File: src/common/vbit_pkg.sv
package vbit_pkg;
	// Register byte offsets on the APB slave.
	localparam logic [11:0] OFS_FIELD1 = 12'h000;
	localparam logic [11:0] OFS_FIELD2 = 12'h004;
	localparam logic [11:0] OFS_CTRL   = 12'h008;
	localparam logic [11:0] OFS_HEIGHT = 12'h00C;
	localparam logic [11:0] OFS_STATUS = 12'h010;
	localparam logic [11:0] OFS_LUMA_A = 12'h020;
	localparam logic [11:0] OFS_BLUE   = 12'h024;
	localparam logic [11:0] OFS_RED    = 12'h028;
	localparam logic [11:0] OFS_LUMA_B = 12'h02C;

	// Field layout of both blanking flag line registers.
	localparam int LINE_W  = 12;
	localparam int CLR_LSB = 16;
	localparam int SET_LSB = 0;
	localparam logic [11:0] LINE_RST = 12'h000;

	// Control and status bit positions.
	localparam int CTRL_EN      = 0;
	localparam int CTRL_RAW     = 1;
	localparam int STAT_VFLAG   = 0;
	localparam int STAT_DMA     = 1;
	localparam int STAT_OVF     = 2;
	localparam int STAT_CNT_LSB = 16;

	localparam logic [11:0] HEIGHT_RST = 12'h20D;
	localparam logic [11:0] FIRST_LINE = 12'h001;

	// Line timing in pixel clocks.
	localparam int LINE_CYCLES_DEF   = 858;
	localparam int ACTIVE_CYCLES_DEF = 720;

	// Channel numbering of the display FIFOs.
	localparam int CH_LUMA = 0;
	localparam int CH_BLUE = 1;
	localparam int CH_RED  = 2;
	localparam int NUM_CH  = 3;
endpackage : vbit_pkg

File: src/common/fifo_port_if.sv
`timescale 1ns/1ps
interface fifo_port_if #(
	parameter int DW = 32,
	parameter int AW = 4
);
	logic          push;
	logic [DW-1:0] wdata;
	logic          pop;
	logic [DW-1:0] rdata;
	logic [AW:0]   level;
	logic          full;
	logic          empty;

	modport store (input push, input wdata, input pop,
		output rdata, output level, output full, output empty);
	modport user (output push, output wdata, output pop,
		input rdata, input level, input full, input empty);
endinterface : fifo_port_if

File: src/logic/display_fifo_mem.sv
`timescale 1ns/1ps
module display_fifo_mem #(
	parameter int DW = 32,
	parameter int AW = 4
)(
	input wire logic   clk,   // Pixel clock.
	input wire logic   rst_b, // Asynchronous reset, active low.
	fifo_port_if.store port   // Push, pop and status.
);
	logic [DW-1:0] mem [2**AW];
	logic [AW:0]   wrPtr;
	logic [AW:0]   rdPtr;
	logic [DW-1:0] rdWord;
	logic [AW:0]   next_wrPtr;
	logic [AW:0]   next_rdPtr;
	logic [DW-1:0] next_rdWord;
	logic          doPush;
	logic          doPop;

	assign port.level = wrPtr - rdPtr;
	assign port.full  = (port.level == (AW+1)'(2**AW));
	assign port.empty = (wrPtr == rdPtr);
	assign port.rdata = rdWord;

	always_comb
	begin
		// A push into a full store is dropped; the owner flags it.
		doPush      = port.push && !port.full;
		doPop       = port.pop && !port.empty;
		next_wrPtr  = doPush ? wrPtr + (AW+1)'(1) : wrPtr;
		next_rdPtr  = doPop ? rdPtr + (AW+1)'(1) : rdPtr;
		next_rdWord = doPop ? mem[rdPtr[AW-1:0]] : rdWord;
	end

	always_ff @(posedge clk)
	begin
		if (doPush)
		begin
			mem[wrPtr[AW-1:0]] <= port.wdata;
		end
	end

	always_ff @(posedge clk or negedge rst_b)
	begin
		if (!rst_b)
		begin
			wrPtr  <= '0;
			rdPtr  <= '0;
			rdWord <= '0;
		end
		else
		begin
			wrPtr  <= next_wrPtr;
			rdPtr  <= next_rdPtr;
			rdWord <= next_rdWord;
		end
	end
endmodule : display_fifo_mem

File: src/logic/display_vbit_and_fifo_map.sv
// Function
// - At line start outside raw mode, V goes to 1 when line counter equals field-1 start line.
// - V holds 1 until the line start where counter equals field-1 clear line.
// - V comes only from line comparisons, never from the blanking output signal.
// - Field DMA requests begin only once the line counter has reached 1.
// - At line start outside raw mode, V goes to 1 when line counter equals field-2 start line.
// - V holds 1 until the line start where counter equals field-2 clear line.
// - Field-1 register: clear line 27:16, start line 11:0, reserved read zero.
// - Field-2 register has the same layout and reserved behaviour.
// - Normal modes: three channels fill luma, blue, red FIFOs on own requests.
// - Raw mode: only the luma channel and request are used.
// - Both luma destinations A and B feed the luma FIFO, also in raw mode.
// - Destination reads return zero and leave the FIFOs untouched.
`timescale 1ns/1ps
module display_vbit_and_fifo_map #(
	parameter int LINE_CYCLES   = vbit_pkg::LINE_CYCLES_DEF,
	parameter int ACTIVE_CYCLES = vbit_pkg::ACTIVE_CYCLES_DEF,
	parameter int FIFO_AW       = 4,
	parameter int REQ_LEVEL     = 8
)(
	input wire logic         clk,              // Pixel clock, 125 MHz.
	input wire logic         rst_b,            // Asynchronous reset, active low.
	input wire logic         psel,             // APB select.
	input wire logic         penable,          // APB access phase.
	input wire logic         pwrite,           // APB write.
	input wire logic [11:0]  paddr,            // APB byte address.
	input wire logic [31:0]  pwdata,           // APB write data.
	output logic [31:0]      prdata,           // APB read data.
	output logic             pready,           // APB ready.
	output logic             pslverr,          // APB error on unmapped address.
	output logic             eavPulse,         // Timing code at line start.
	output logic             vFlag,            // V bit of the timing codes.
	output logic [11:0]      frameLineCounter, // Current frame line.
	output logic             activeVideo,      // Active part of the line.
	output logic             lumaReq,          // Luma FIFO request pulse.
	output logic             blueReq,          // Blue difference request pulse.
	output logic             redReq,           // Red difference request pulse.
	output logic [31:0]      lumaWord,         // Last luma word popped.
	output logic [31:0]      blueWord,         // Last blue word popped.
	output logic [31:0]      redWord           // Last red word popped.
);
	localparam int PW = $clog2(LINE_CYCLES + 1);
	localparam int NC = vbit_pkg::NUM_CH;

	logic [11:0]   f1Clr;
	logic [11:0]   f1Set;
	logic [11:0]   f2Clr;
	logic [11:0]   f2Set;
	logic          enable;
	logic          rawMode;
	logic [11:0]   frameHeight;
	logic          overflow;
	logic [11:0]   next_f1Clr;
	logic [11:0]   next_f1Set;
	logic [11:0]   next_f2Clr;
	logic [11:0]   next_f2Set;
	logic          next_enable;
	logic          next_rawMode;
	logic [11:0]   next_frameHeight;
	logic          next_overflow;
	logic [31:0]   next_prdata;
	logic          next_pready;
	logic          next_pslverr;
	logic          access;
	logic          wrEn;
	logic          setup;
	logic [11:0]   wrClr;
	logic [11:0]   wrSet;

	logic [PW-1:0] pixelCount;
	logic          dmaStarted;
	logic [PW-1:0] next_pixelCount;
	logic [11:0]   next_lineCount;
	logic          next_vFlag;
	logic          next_dmaStarted;
	logic          next_eavPulse;
	logic          next_active;
	logic          lineStart;

	logic [NC-1:0] push;
	logic [NC-1:0] pop;
	logic [NC-1:0] full;
	logic [NC-1:0] empty;
	logic [NC-1:0] used;
	logic [NC-1:0] req;
	logic [NC-1:0] pending;
	logic [NC-1:0] next_req;
	logic [NC-1:0] next_pending;
	logic [FIFO_AW:0] level [NC];
	logic [31:0]   rdWord [NC];

	// One-hot channel of a destination address; both luma slots share one FIFO.
	function automatic logic [NC-1:0] destChannel(input logic [11:0] addr);
		logic [NC-1:0] ch;
		ch[vbit_pkg::CH_LUMA] = addr == vbit_pkg::OFS_LUMA_A || addr == vbit_pkg::OFS_LUMA_B;
		ch[vbit_pkg::CH_BLUE] = addr == vbit_pkg::OFS_BLUE;
		ch[vbit_pkg::CH_RED]  = addr == vbit_pkg::OFS_RED;
		return ch;
	endfunction : destChannel

	function automatic logic isControl(input logic [11:0] addr);
		return addr == vbit_pkg::OFS_FIELD1 || addr == vbit_pkg::OFS_FIELD2 ||
			addr == vbit_pkg::OFS_CTRL || addr == vbit_pkg::OFS_HEIGHT ||
			addr == vbit_pkg::OFS_STATUS;
	endfunction : isControl

	fifo_port_if #(.DW(32), .AW(FIFO_AW)) chan[NC] ();

	generate
		for (genvar i = 0; i < NC; i++)
		begin : g_chan
			assign chan[i].push  = push[i];
			assign chan[i].wdata = pwdata;
			assign chan[i].pop   = pop[i];
			assign level[i]      = chan[i].level;
			assign full[i]       = chan[i].full;
			assign empty[i]      = chan[i].empty;
			assign rdWord[i]     = chan[i].rdata;
			display_fifo_mem #(.DW(32), .AW(FIFO_AW)) u_fifo (
				.clk   (clk),
				.rst_b (rst_b),
				.port  (chan[i].store)
			);
		end
	endgenerate

	assign lumaWord = rdWord[vbit_pkg::CH_LUMA];
	assign blueWord = rdWord[vbit_pkg::CH_BLUE];
	assign redWord  = rdWord[vbit_pkg::CH_RED];
	assign lumaReq  = req[vbit_pkg::CH_LUMA];
	assign blueReq  = req[vbit_pkg::CH_BLUE];
	assign redReq   = req[vbit_pkg::CH_RED];

	// Chroma FIFOs take no part in raw mode.
	assign used = {!rawMode, !rawMode, 1'b1};

	always_comb
	begin
		setup            = psel && !penable;
		access           = psel && penable && pready;
		wrEn             = access && pwrite;
		wrClr            = pwdata[vbit_pkg::CLR_LSB +: vbit_pkg::LINE_W];
		wrSet            = pwdata[vbit_pkg::SET_LSB +: vbit_pkg::LINE_W];
		next_pready      = setup;
		next_pslverr     = setup && !isControl(paddr) && destChannel(paddr) == '0;
		next_prdata      = setup ? 32'h0000_0000 : prdata;
		next_f1Clr       = f1Clr;
		next_f1Set       = f1Set;
		next_f2Clr       = f2Clr;
		next_f2Set       = f2Set;
		next_enable      = enable;
		next_rawMode     = rawMode;
		next_frameHeight = frameHeight;
		// Destinations push only on a write; a read returns zero.
		push = (wrEn ? destChannel(paddr) : '0) & used;
		if (setup && !pwrite)
		begin
			unique case (paddr)
				vbit_pkg::OFS_FIELD1: next_prdata = {4'h0, f1Clr, 4'h0, f1Set};
				vbit_pkg::OFS_FIELD2: next_prdata = {4'h0, f2Clr, 4'h0, f2Set};
				vbit_pkg::OFS_CTRL:   next_prdata = {30'h0000_0000, rawMode, enable};
				vbit_pkg::OFS_HEIGHT: next_prdata = {20'h0_0000, frameHeight};
				vbit_pkg::OFS_STATUS: next_prdata = {4'h0, frameLineCounter, 13'h0000,
					overflow, dmaStarted, vFlag};
				default:              next_prdata = 32'h0000_0000;
			endcase
		end
		if (wrEn)
		begin
			unique case (paddr)
				vbit_pkg::OFS_FIELD1: {next_f1Clr, next_f1Set} = {wrClr, wrSet};
				vbit_pkg::OFS_FIELD2: {next_f2Clr, next_f2Set} = {wrClr, wrSet};
				vbit_pkg::OFS_CTRL:
				begin
					next_enable  = pwdata[vbit_pkg::CTRL_EN];
					next_rawMode = pwdata[vbit_pkg::CTRL_RAW];
				end
				vbit_pkg::OFS_HEIGHT: next_frameHeight = pwdata[11:0];
				default:              next_frameHeight = frameHeight;
			endcase
		end
		// A drop in the same cycle as the clear keeps the flag set.
		next_overflow = (|(push & full)) || (overflow && !(wrEn &&
			paddr == vbit_pkg::OFS_STATUS && pwdata[vbit_pkg::STAT_OVF]));
	end

	always_ff @(posedge clk or negedge rst_b)
	begin
		if (!rst_b)
		begin
			prdata      <= 32'h0000_0000;
			pready      <= 1'b0;
			pslverr     <= 1'b0;
			f1Clr       <= vbit_pkg::LINE_RST;
			f1Set       <= vbit_pkg::LINE_RST;
			f2Clr       <= vbit_pkg::LINE_RST;
			f2Set       <= vbit_pkg::LINE_RST;
			enable      <= 1'b0;
			rawMode     <= 1'b0;
			frameHeight <= vbit_pkg::HEIGHT_RST;
			overflow    <= 1'b0;
		end
		else
		begin
			prdata      <= next_prdata;
			pready      <= next_pready;
			pslverr     <= next_pslverr;
			f1Clr       <= next_f1Clr;
			f1Set       <= next_f1Set;
			f2Clr       <= next_f2Clr;
			f2Set       <= next_f2Set;
			enable      <= next_enable;
			rawMode     <= next_rawMode;
			frameHeight <= next_frameHeight;
			overflow    <= next_overflow;
		end
	end

	always_comb
	begin
		lineStart       = enable && pixelCount == '0;
		next_pixelCount = (!enable || pixelCount == PW'(LINE_CYCLES - 1)) ? '0 : pixelCount + PW'(1);
		next_lineCount  = enable ? frameLineCounter : 12'h000;
		if (lineStart)
		begin
			// Counter at zero means the first line after enable.
			next_lineCount = (frameLineCounter == '0 || frameLineCounter >= frameHeight) ?
				vbit_pkg::FIRST_LINE : frameLineCounter + 12'h001;
		end
		// The V bit looks only at line numbers; no blanking signal enters here.
		next_vFlag = vFlag && enable && !rawMode;
		if (lineStart && !rawMode)
		begin
			if (next_lineCount == f1Set || next_lineCount == f2Set)
			begin
				next_vFlag = 1'b1;
			end
			else if (next_lineCount == f1Clr || next_lineCount == f2Clr)
			begin
				next_vFlag = 1'b0;
			end
		end
		next_dmaStarted = enable && (dmaStarted ||
			(lineStart && next_lineCount == vbit_pkg::FIRST_LINE));
		next_eavPulse = lineStart;
		next_active   = enable && pixelCount < PW'(ACTIVE_CYCLES);
		// Each word carries four samples, so the encoder drains one luma word per four clocks and one blue or red word per eight.
		pop[vbit_pkg::CH_LUMA] = next_active && pixelCount[1:0] == 2'h0;
		pop[vbit_pkg::CH_BLUE] = next_active && !rawMode && pixelCount[2:0] == 3'h0;
		pop[vbit_pkg::CH_RED]  = next_active && !rawMode && pixelCount[2:0] == 3'h4;
	end

	always_ff @(posedge clk or negedge rst_b)
	begin
		if (!rst_b)
		begin
			pixelCount       <= '0;
			frameLineCounter <= 12'h000;
			vFlag            <= 1'b0;
			dmaStarted       <= 1'b0;
			eavPulse         <= 1'b0;
			activeVideo      <= 1'b0;
		end
		else
		begin
			pixelCount       <= next_pixelCount;
			frameLineCounter <= next_lineCount;
			vFlag            <= next_vFlag;
			dmaStarted       <= next_dmaStarted;
			eavPulse         <= next_eavPulse;
			activeVideo      <= next_active;
		end
	end

	always_comb
	begin
		// One request per low-water episode; the next push re-arms the channel.
		for (int i = 0; i < NC; i++)
		begin
			next_req[i] = dmaStarted && used[i] && !pending[i] && !push[i] &&
				level[i] < (FIFO_AW+1)'(REQ_LEVEL);
			next_pending[i] = dmaStarted && used[i] && (next_req[i] ||
				(pending[i] && !push[i]));
		end
	end

	always_ff @(posedge clk or negedge rst_b)
	begin
		if (!rst_b)
		begin
			req     <= '0;
			pending <= '0;
		end
		else
		begin
			req     <= next_req;
			pending <= next_pending;
		end
	end
endmodule : display_vbit_and_fifo_map

File: config.mk
export PLATFORM = sky130hd
export DESIGN_NAME = display_vbit_and_fifo_map
export DESIGN_NICKNAME = d
export VERILOG_FILES = /design/src/common/vbit_pkg.sv /design/src/common/fifo_port_if.sv /design/src/logic/display_fifo_mem.sv /design/src/logic/display_vbit_and_fifo_map.sv
export SDC_FILE = /design/constraint.sdc
export NUM_CORES = 2
export LEC_CHECK = 0
export BUFFER_PORTS_ARGS = -buffer_cell sky130_fd_sc_hd__buf_2
export CORE_UTILIZATION = 55
export CTS_CLUSTER_SIZE = 20
export DETAILED_ROUTE_END_ITERATION = 7
export GPL_TIMING_DRIVEN = 0
export MAX_ROUTING_LAYER = met4
export PLACE_DENSITY = 0.72
export REMOVE_ABC_BUFFERS = 1
export SLEW_MARGIN = 10
export SYNTH_ARGS = -nofsm -noshare
export SYNTH_HDL_FRONTEND = slang
export SYNTH_SLANG_ARGS = --single-unit
export TNS_END_PERCENT = 10
File: constraint.sdc
create_clock -name clk -period 16.7 [get_ports clk]
set_input_delay 0 -clock clk [delete_from_list [all_inputs] [get_ports clk]]
set_output_delay 0 -clock clk [all_outputs]
set_load 0.05 [all_outputs]
==> After elaboration in Yosys (flattened, before gate mapping) <==
Memories as Yosys holds them, arrays and structs flattened. A register that Yosys moved wholly into a read port is not among the register bits.
Index checks and enable logic that the tools add are counted.
{ "classes": {"n_addsub": 11, "n_mul": 0, "div": 0, "magnitude_cmp": 5, "n_eq_ne": 21, "shifts": 0, "n_mux": 17, "bitwise_logic": 2, "n_reduce_logical": 90} }
{ "op_table": {"columns": ["operator", "count"], "rows": [
  ["28-bit case mux with 5 select lines", 1],
  ["32-bit two-way mux", 2],
  ["12-bit == test", 4],
  ["12-bit by 6-bit == test with 1-bit output, second input constant", 4],
  ["1-bit logical AND", 43],
  ["12-bit two-way mux", 3],
  ["5-bit by 1-bit adder with 5-bit output, second input constant", 6],
  ["12-bit by 4-bit == test with 1-bit output, second input constant", 2],
  ["12-bit logical NOT", 2],
  ["1-bit logical NOT", 21],
  ["5-bit == test", 3],
  ["5-bit == test, second input constant", 3],
  ["5-bit by 4-bit < comparator with 1-bit output, second input constant", 3],
  ["5-bit subtractor", 3],
  ["1-bit logical OR", 14],
  ["12-bit by 1-bit adder with 12-bit output, second input constant", 1],
  ["12-bit by 1-bit == test with 1-bit output, second input constant", 1],
  ["12-bit by 3-bit == test with 1-bit output, second input constant", 1],
  ["12-bit by 5-bit == test with 1-bit output, second input constant", 1],
  ["12-bit >= comparator", 1],
  ["10-bit by 1-bit adder with 10-bit output, second input constant", 1],
  ["10-bit == test, second input constant", 1],
  ["10-bit logical NOT", 1],
  ["10-bit < comparator, second input constant", 1],
  ["10 further kinds", 23]
]} }
{ "word_totals": {"ff_bits": 159, "latchBits": 0, "ram_bits": 1536, "rom_bits": 0, "out_inout_bits": 148, "mem_count": 3} }
{ "memory_table": {"columns": ["memory", "words", "width", "read_ports", "rd_ports_with_merged_regs", "wr", "line", "text"], "rows": [
  ["g_chan[0].u_fifo.mem", 16, 32, 1, 1, 1, "display_fifo_mem.sv:10", "logic [DW-1:0] mem [2**AW];"],
  ["g_chan[1].u_fifo.mem", 16, 32, 1, 1, 1, "display_fifo_mem.sv:10", null],
  ["g_chan[2].u_fifo.mem", 16, 32, 1, 1, 1, "display_fifo_mem.sv:10", null]
]} }

==> Longest topological paths before layout <==
{ "depth": {"depth_word": 10, "ltp_mapped": 14, "ltp_nobuf": 13} }

==> Modules after synthesis <==
From an unflattened synthesis, not the netlist that was laid out.
{ "hier_totals": {"hier_cells": 3473, "hier_area_um2": 70186.1} }
{ "modules_own_cells": {"columns": ["module", "n_inst", "cells_per_inst", "area_per_inst_um2", "seq_area_each_um2"], "rows": [
  ["display_fifo_mem at g_chan[1].u_fifo ...", 2, 936, 21191.6, 16425.8],
  ["display_fifo_mem at g_chan[0].u_fifo", 1, 932, 21105.2, 16425.8],
  ["display_vbit_and_fifo_map", 1, 669, 6697.7, 3032.9]
]} }

==> Worst setup path after synthesis <==
OpenSTA, ideal clock, no wires.
{ "synth_path": {"path_type": "reg2reg", "start": "register g_chan[2].u_fifo.rdPtr[1]", "end": "memory g_chan[2].u_fifo.mem[4][0] (enable)", "setup_ps": 468, "arrival_time_ps": 4762, "required_time_ps": 16232, "path_slack_ps": 11470, "path_stages_with_launch": 12, "synth_period_minus_slack_ps": 5230, "path_cell_list": "dfrtp_1 -> clkbuf_1 -> clkbuf_1 -> inv_1 -> ha_1 -> nor2b_1 -> o21ai_0 -> nand2b_1 -> and3_1 -> o2111ai_1 -> nand3_1 -> nor3b_1"} }
{ "synth_via": {"elab_chain_cells": 6} }
{ "synth_rtl": {"columns": ["item", "line", "text"], "rows": [
  ["start: declaration", "display_fifo_mem.sv:12", "logic [AW:0] rdPtr;"],
  ["start signal: assignment", "display_fifo_mem.sv:54", "rdPtr <= next_rdPtr;"],
  ["5-bit subtractor", "display_fifo_mem.sv:20", "assign port.level = wrPtr - rdPtr;"],
  ["5-bit == test", "display_fifo_mem.sv:21", "assign port.full = (port.level == (AW+1)'(2**AW));"],
  ["1-bit logical NOT", "display_fifo_mem.sv:28", "doPush = port.push && !port.full;"],
  ["1-bit logical AND", "display_fifo_mem.sv:28", null],
  ["1-bit two-way mux", "display_fifo_mem.sv:37", "if (doPush)"],
  ["1-bit two-way mux (implied by the code)", "display_fifo_mem.sv:39", "mem[wrPtr[AW-1:0]] <= port.wdata;"],
  ["end: declaration", "display_fifo_mem.sv:10", null]
]} }
Every way passes these cells.

==> Worst setup path in the final report <==
{ "layout_path": {"start": "register frameLineCounter[0]", "end": "register vFlag"} }
{ "layout_via": {"elab_chain_cells": 9, "word_cells_on_any_way": 16, "classes_between": "add/sub (1); order compare (1); eq/ne (4); mux (6); reduce/logical (4)"} }
{ "layout_rtl": {"columns": ["item", "line", "text"], "rows": [
  ["start: declaration", "display_vbit_and_fifo_map.sv:33", "output logic [11:0] frameLineCounter,"],
  ["start signal: assignment", "display_vbit_and_fifo_map.sv:267", "frameLineCounter <= next_lineCount;"],
  ["12-bit >= comparator / 12-bit logical NOT (equally long branches)", "display_vbit_and_fifo_map.sv:227", "next_lineCount = (frameLineCounter == '0 || frameLineCounter >= frameHeight) ?"],
  ["1-bit logical OR", "display_vbit_and_fifo_map.sv:227", null],
  ["12-bit two-way mux", "display_vbit_and_fifo_map.sv:227", null],
  ["12-bit two-way mux (*)", "display_vbit_and_fifo_map.sv:224", "if (lineStart)"],
  ["12-bit == test", "display_vbit_and_fifo_map.sv:238", "else if (next_lineCount == f1Clr || next_lineCount == f2Clr)"],
  ["1-bit logical OR", "display_vbit_and_fifo_map.sv:238", null],
  ["1-bit two-way mux", "display_vbit_and_fifo_map.sv:238", null],
  ["1-bit two-way mux (*)", "display_vbit_and_fifo_map.sv:234", "if (next_lineCount == f1Set || next_lineCount == f2Set)"],
  ["1-bit two-way mux (*)", "display_vbit_and_fifo_map.sv:232", "if (lineStart && !rawMode)"],
  ["named net next_vFlag", "display_vbit_and_fifo_map.sv:74", "logic next_vFlag;"],
  ["end signal: assignment", "display_vbit_and_fifo_map.sv:268", "vFlag <= next_vFlag;"],
  ["end: declaration", "display_vbit_and_fifo_map.sv:32", "output logic vFlag,"]
]} }
The timed path passes the listed nets; every way through them passes the cells marked *.
A chain may end at the register's enable or synchronous reset.

==> impl_metrics.ini <==
[power]
comb_power_share_pct = 25.0
power_uw = 12000
pwr-share-seq_pct = 43.7
leakagePower_uw = 0.0273
power_density_mw_per_mm2 = 149
p_sw_share_pct = 28.6
p_int_uw = 8590
p_sw_uw = 3430
peakVddDrop_uv = 109
pwr-share-clk_pct = 31.3

[yosys]
seq_area_frac_synth_pct = 74.4
yosysWarnings = 0
async_flop_share_pct = 13.9
synth_area_mm2 = 0.0703
synth-edff-count = 1536
yosysTopAreaCellShare_pct = 65.6
netlist_instances = 3320
ys_ff_latch = 1783
ys_types = 86
synth_top_area_cell = edfxtp_1
ys.flop_type = edfxtp_1
synth_area_leaders = edfxtp_1, mux4_2, dfrtp_1
avgSynthCellArea_um2 = 21.2

[drt]
viasPerCell = 6.38
drt-total-wl_um = 165000
drtPass1Iterations = 5
vias = 34891
wl_per_cell_um = 30.2
drt_iter0_drc = 3904
drc = 0
antenna_left = 0

[sta]
whs_ns = -0.0315
setup_ws_ns = 11.68
finalSetupViolations = 0
fin_crit_sh_pct = 30.1
hold_viol = 1
worst_pin_slew_ns = 1.27
relSlewSlack_pct = 14.7
max_freq_mhz = 199
rsz0062_at_grt = no
tns_ns = 0
period_needed_ns = 5.02
slew_violations = 0
fin_skew_ns = 0.0247

[cts]
numCtsBuffers = 173
clk_latency_ns = 0.80
cts_buffer_depth = 3
cts.reportedPaths.clkPinSlew_ns = 0.07
cts_root_buf = clkbuf_16
post_cts_buffers = 0
cts_tree = built
numClockSinks = 1783
cts_htree_levels = 4

[worst_setup_path]
arrival_ns = 5.68
crit_chain = inv_1, ha_1, nand2b_1, a2111oi_0, o21ai_2, buf_6, a21oi_2, mux2_2, a2111oi_0, o2111ai_1, nor4_1, o21ai_1
cp.required_ns = 17.36
r2r_cells = 12
cp-end-kind = flop
cp_max_fo = 16
crit_path_start = frameLineCounter[0]
r2r-start = frameLineCounter[0]
cpPeakStageDelay_ns = 0.73
crit_top_cell = a2111oi_0
crit_type = flop to flop
critPathLaunchType = flop
cp_top_family = compound AO/OA/AOI/OAI gates
path_buf_inv = 2
r2r-end = vFlag
slowest_stage = dfrtp_1
ff2ff_setup_slack_ns = 11.68

[run]
maxCapViolCount = 0

[status]
outcome = finished with violations
violations = negative hold slack

[final_layout]
antennaDiodeCount = 0
area_growth_pct = 14.9
seqCellArea_mm2 = 0.0523
nets = 3773
nFillCells = 8316
final_layout_size_suffix_gt1_share_pct = 33.2
final_area_mm2 = 0.0807
multiInputGateArea_mm2 = 0.0173

[die]
core_area_mm2 = 0.126
die-area_mm2 = 0.129
die-width_um = 360
start_util_pct = 55.7
rows = 130
die_height_um = 360
ioPinCount = 197

[global_routing]
antenna_found_initial = 6
gr-total-overflow = 0
grt_use_total_pct = 26.8
grt_pass1_vias = 35828
grt_pass1_wl_um = 243000
grt_max_degree = 107

[min_path]
hold_start = penable
min_to = pready
min_path_type = primary input to flop
hold_depth = 3

[placed_design]
postPlaceCellArea_mm2 = 0.0748
dpl.hpwl_um = 97200
gp_congestion = 0.901
post-place-ws_ns = 11.95
port_buffers = 188
## registers in the layout (all words and copies together), names as in the netlist, 10 cells and up
| name | count |
|---|---|
| f1Clr | 12 |
| f1Set | 12 |
| f2Clr | 12 |
| f2Set | 12 |
| frameHeight | 12 |
| frameLineCounter | 12 |
| g_chan.u_fifo.mem | 1536 |
| g_chan.u_fifo.port.rdata | 96 |
| g_chan.u_fifo.rdPtr | 15 |
| g_chan.u_fifo.wrPtr | 15 |
| pixelCount | 10 |
| prdata | 24 |
## worst max-delay path by stage
| stage | depth (start not counted) | to | slack (ns) |
|---|---|---|---|
| final | 12 | vFlag | 11.68 |
| after global routing | 12 | vFlag | 11.43 |
| after CTS | 12 | vFlag | 11.92 |
| after detailed placement | 12 | vFlag | 11.95 |
| after global placement | 5 | g_chan[1].u_fifo.port.rdata[16] | 0.32 |
| after floorplan | 6 | g_chan[1].u_fifo.rdPtr[3] | 6.71 |
## worst reg2reg max path, delay by kind of cell (launching register included)
| kind | cells | cell delay, ns |
|---|---|---|
| adder cells (fa/ha/maj) | 1 | 0.35 |
| buffers and inverters | 2 | 0.50 |
| multiplexers | 1 | 0.40 |
| flip-flops | 1 | 0.73 |
| AO/OA/AOI/OAI | 6 | 2.40 |
| AND/OR/NAND/NOR | 2 | 0.51 |
## synth_stat cells (6+ instances only)
| library cell | instances |
|---|---|
| edfxtp_1 | 1536 |
| mux4_2 | 481 |
| dfrtp_1 | 243 |
| mux2_2 | 143 |
| clkbuf_1 | 107 |
| nand2_1 | 97 |
| o21ai_0 | 71 |
| inv_1 | 56 |
| nor2_1 | 52 |
| buf_1 | 46 |
| ha_1 | 44 |
| xnor2_1 | 43 |
| and2_1 | 37 |
| a21oi_1 | 24 |
| xor2_1 | 24 |
| nand4_1 | 23 |
| nor3_1 | 21 |
| nand3_1 | 17 |
| a222oi_1 | 14 |
| nand2b_1 | 14 |
| nor4_1 | 14 |
| a22o_1 | 13 |
| mux2i_1 | 11 |
| nor3b_1 | 10 |
| or3_1 | 10 |
| buf_4 | 9 |
| a211oi_1 | 8 |
| o22ai_1 | 8 |
| and3_1 | 7 |
| o21a_1 | 7 |
| a2111oi_0 | 6 |
| a221oi_1 | 6 |
| nor2b_1 | 6 |
## metrics by stage
step / std cells / utilization (%)
detailed placement: 5109 / 59.3
global route: 5473 / 64.0
floorplan: 3158 / -
finish: 5473 / 64.0
global placement: 4996 / 57.5
CTS: 5473 / 64.0
## cells in the final DEF (no fill, tap or decap), types with 55 or more instances in the layout
cell,n
buf_2,187
clkbuf_1,55
clkbuf_16,177
dfrtp_1,234
edfxtp_1,1536
inv_1,55
mux2_2,143
mux4_2,481
nand2_1,96
o21ai_0,71
## layer usage
| layer | GRT usage [%] | vias up | share of wire [%] |
|---|---|---|---|
| met4 | 8.09 | 0 | 2.8 |
| li1 | - | 14482 | - |
| met5 | - | - | 0 |
| met2 | 41.8 | 1591 | 49 |
| met3 | 4.17 | 279 | 8.0 |
| met1 | 37.0 | 18539 | 40 |
## layout make-up
type	count	share of cell area, %
Sequential cell	1783	64.8
Clock inverter	66	0.651
Clock buffer	252	6.08
Timing Repair Buffer	347	4.20
Inverter	61	0.294
Tap cell	1650	2.56
Multi-Input combinational cell	1314	21.4
## cells by family (layout without fill, tap and decap cells)
family          count (synthesis)  count (layout)  synth area share (%)
compound gates                224             224                  2.26
simple gates                  336             336                  2.53
fa+ha+maj                      44              44                 0.783
other cells                     1               8               0.00533
mux                           635             635                  17.9
flops                        1783            1783                  74.4
buf+inv                       230             726                  1.31
xor+xnor                       67              67                 0.835
## power by group through the flow
stage / sequential, µW / clock [µW] / combinational [µW]
after detailed placement: 5360 / 0 / 3020
after floorplan: 5950 / 0 / 1800
after global placement: 5770 / 0 / 3000
after CTS: 5270 / 3810 / 3050
final: 5260 / 3760 / 3000
after global routing: 5290 / 3970 / 3170
## repair_timing
| action | CTS | global route |
|---|---|---|
| hold buffers | 46 | 0 |
| hold endpoints to repair | 1392 | 0 |
| gates resized for setup | 0 | 0 |
No activity file was read; power rests on OpenSTA's default activity.
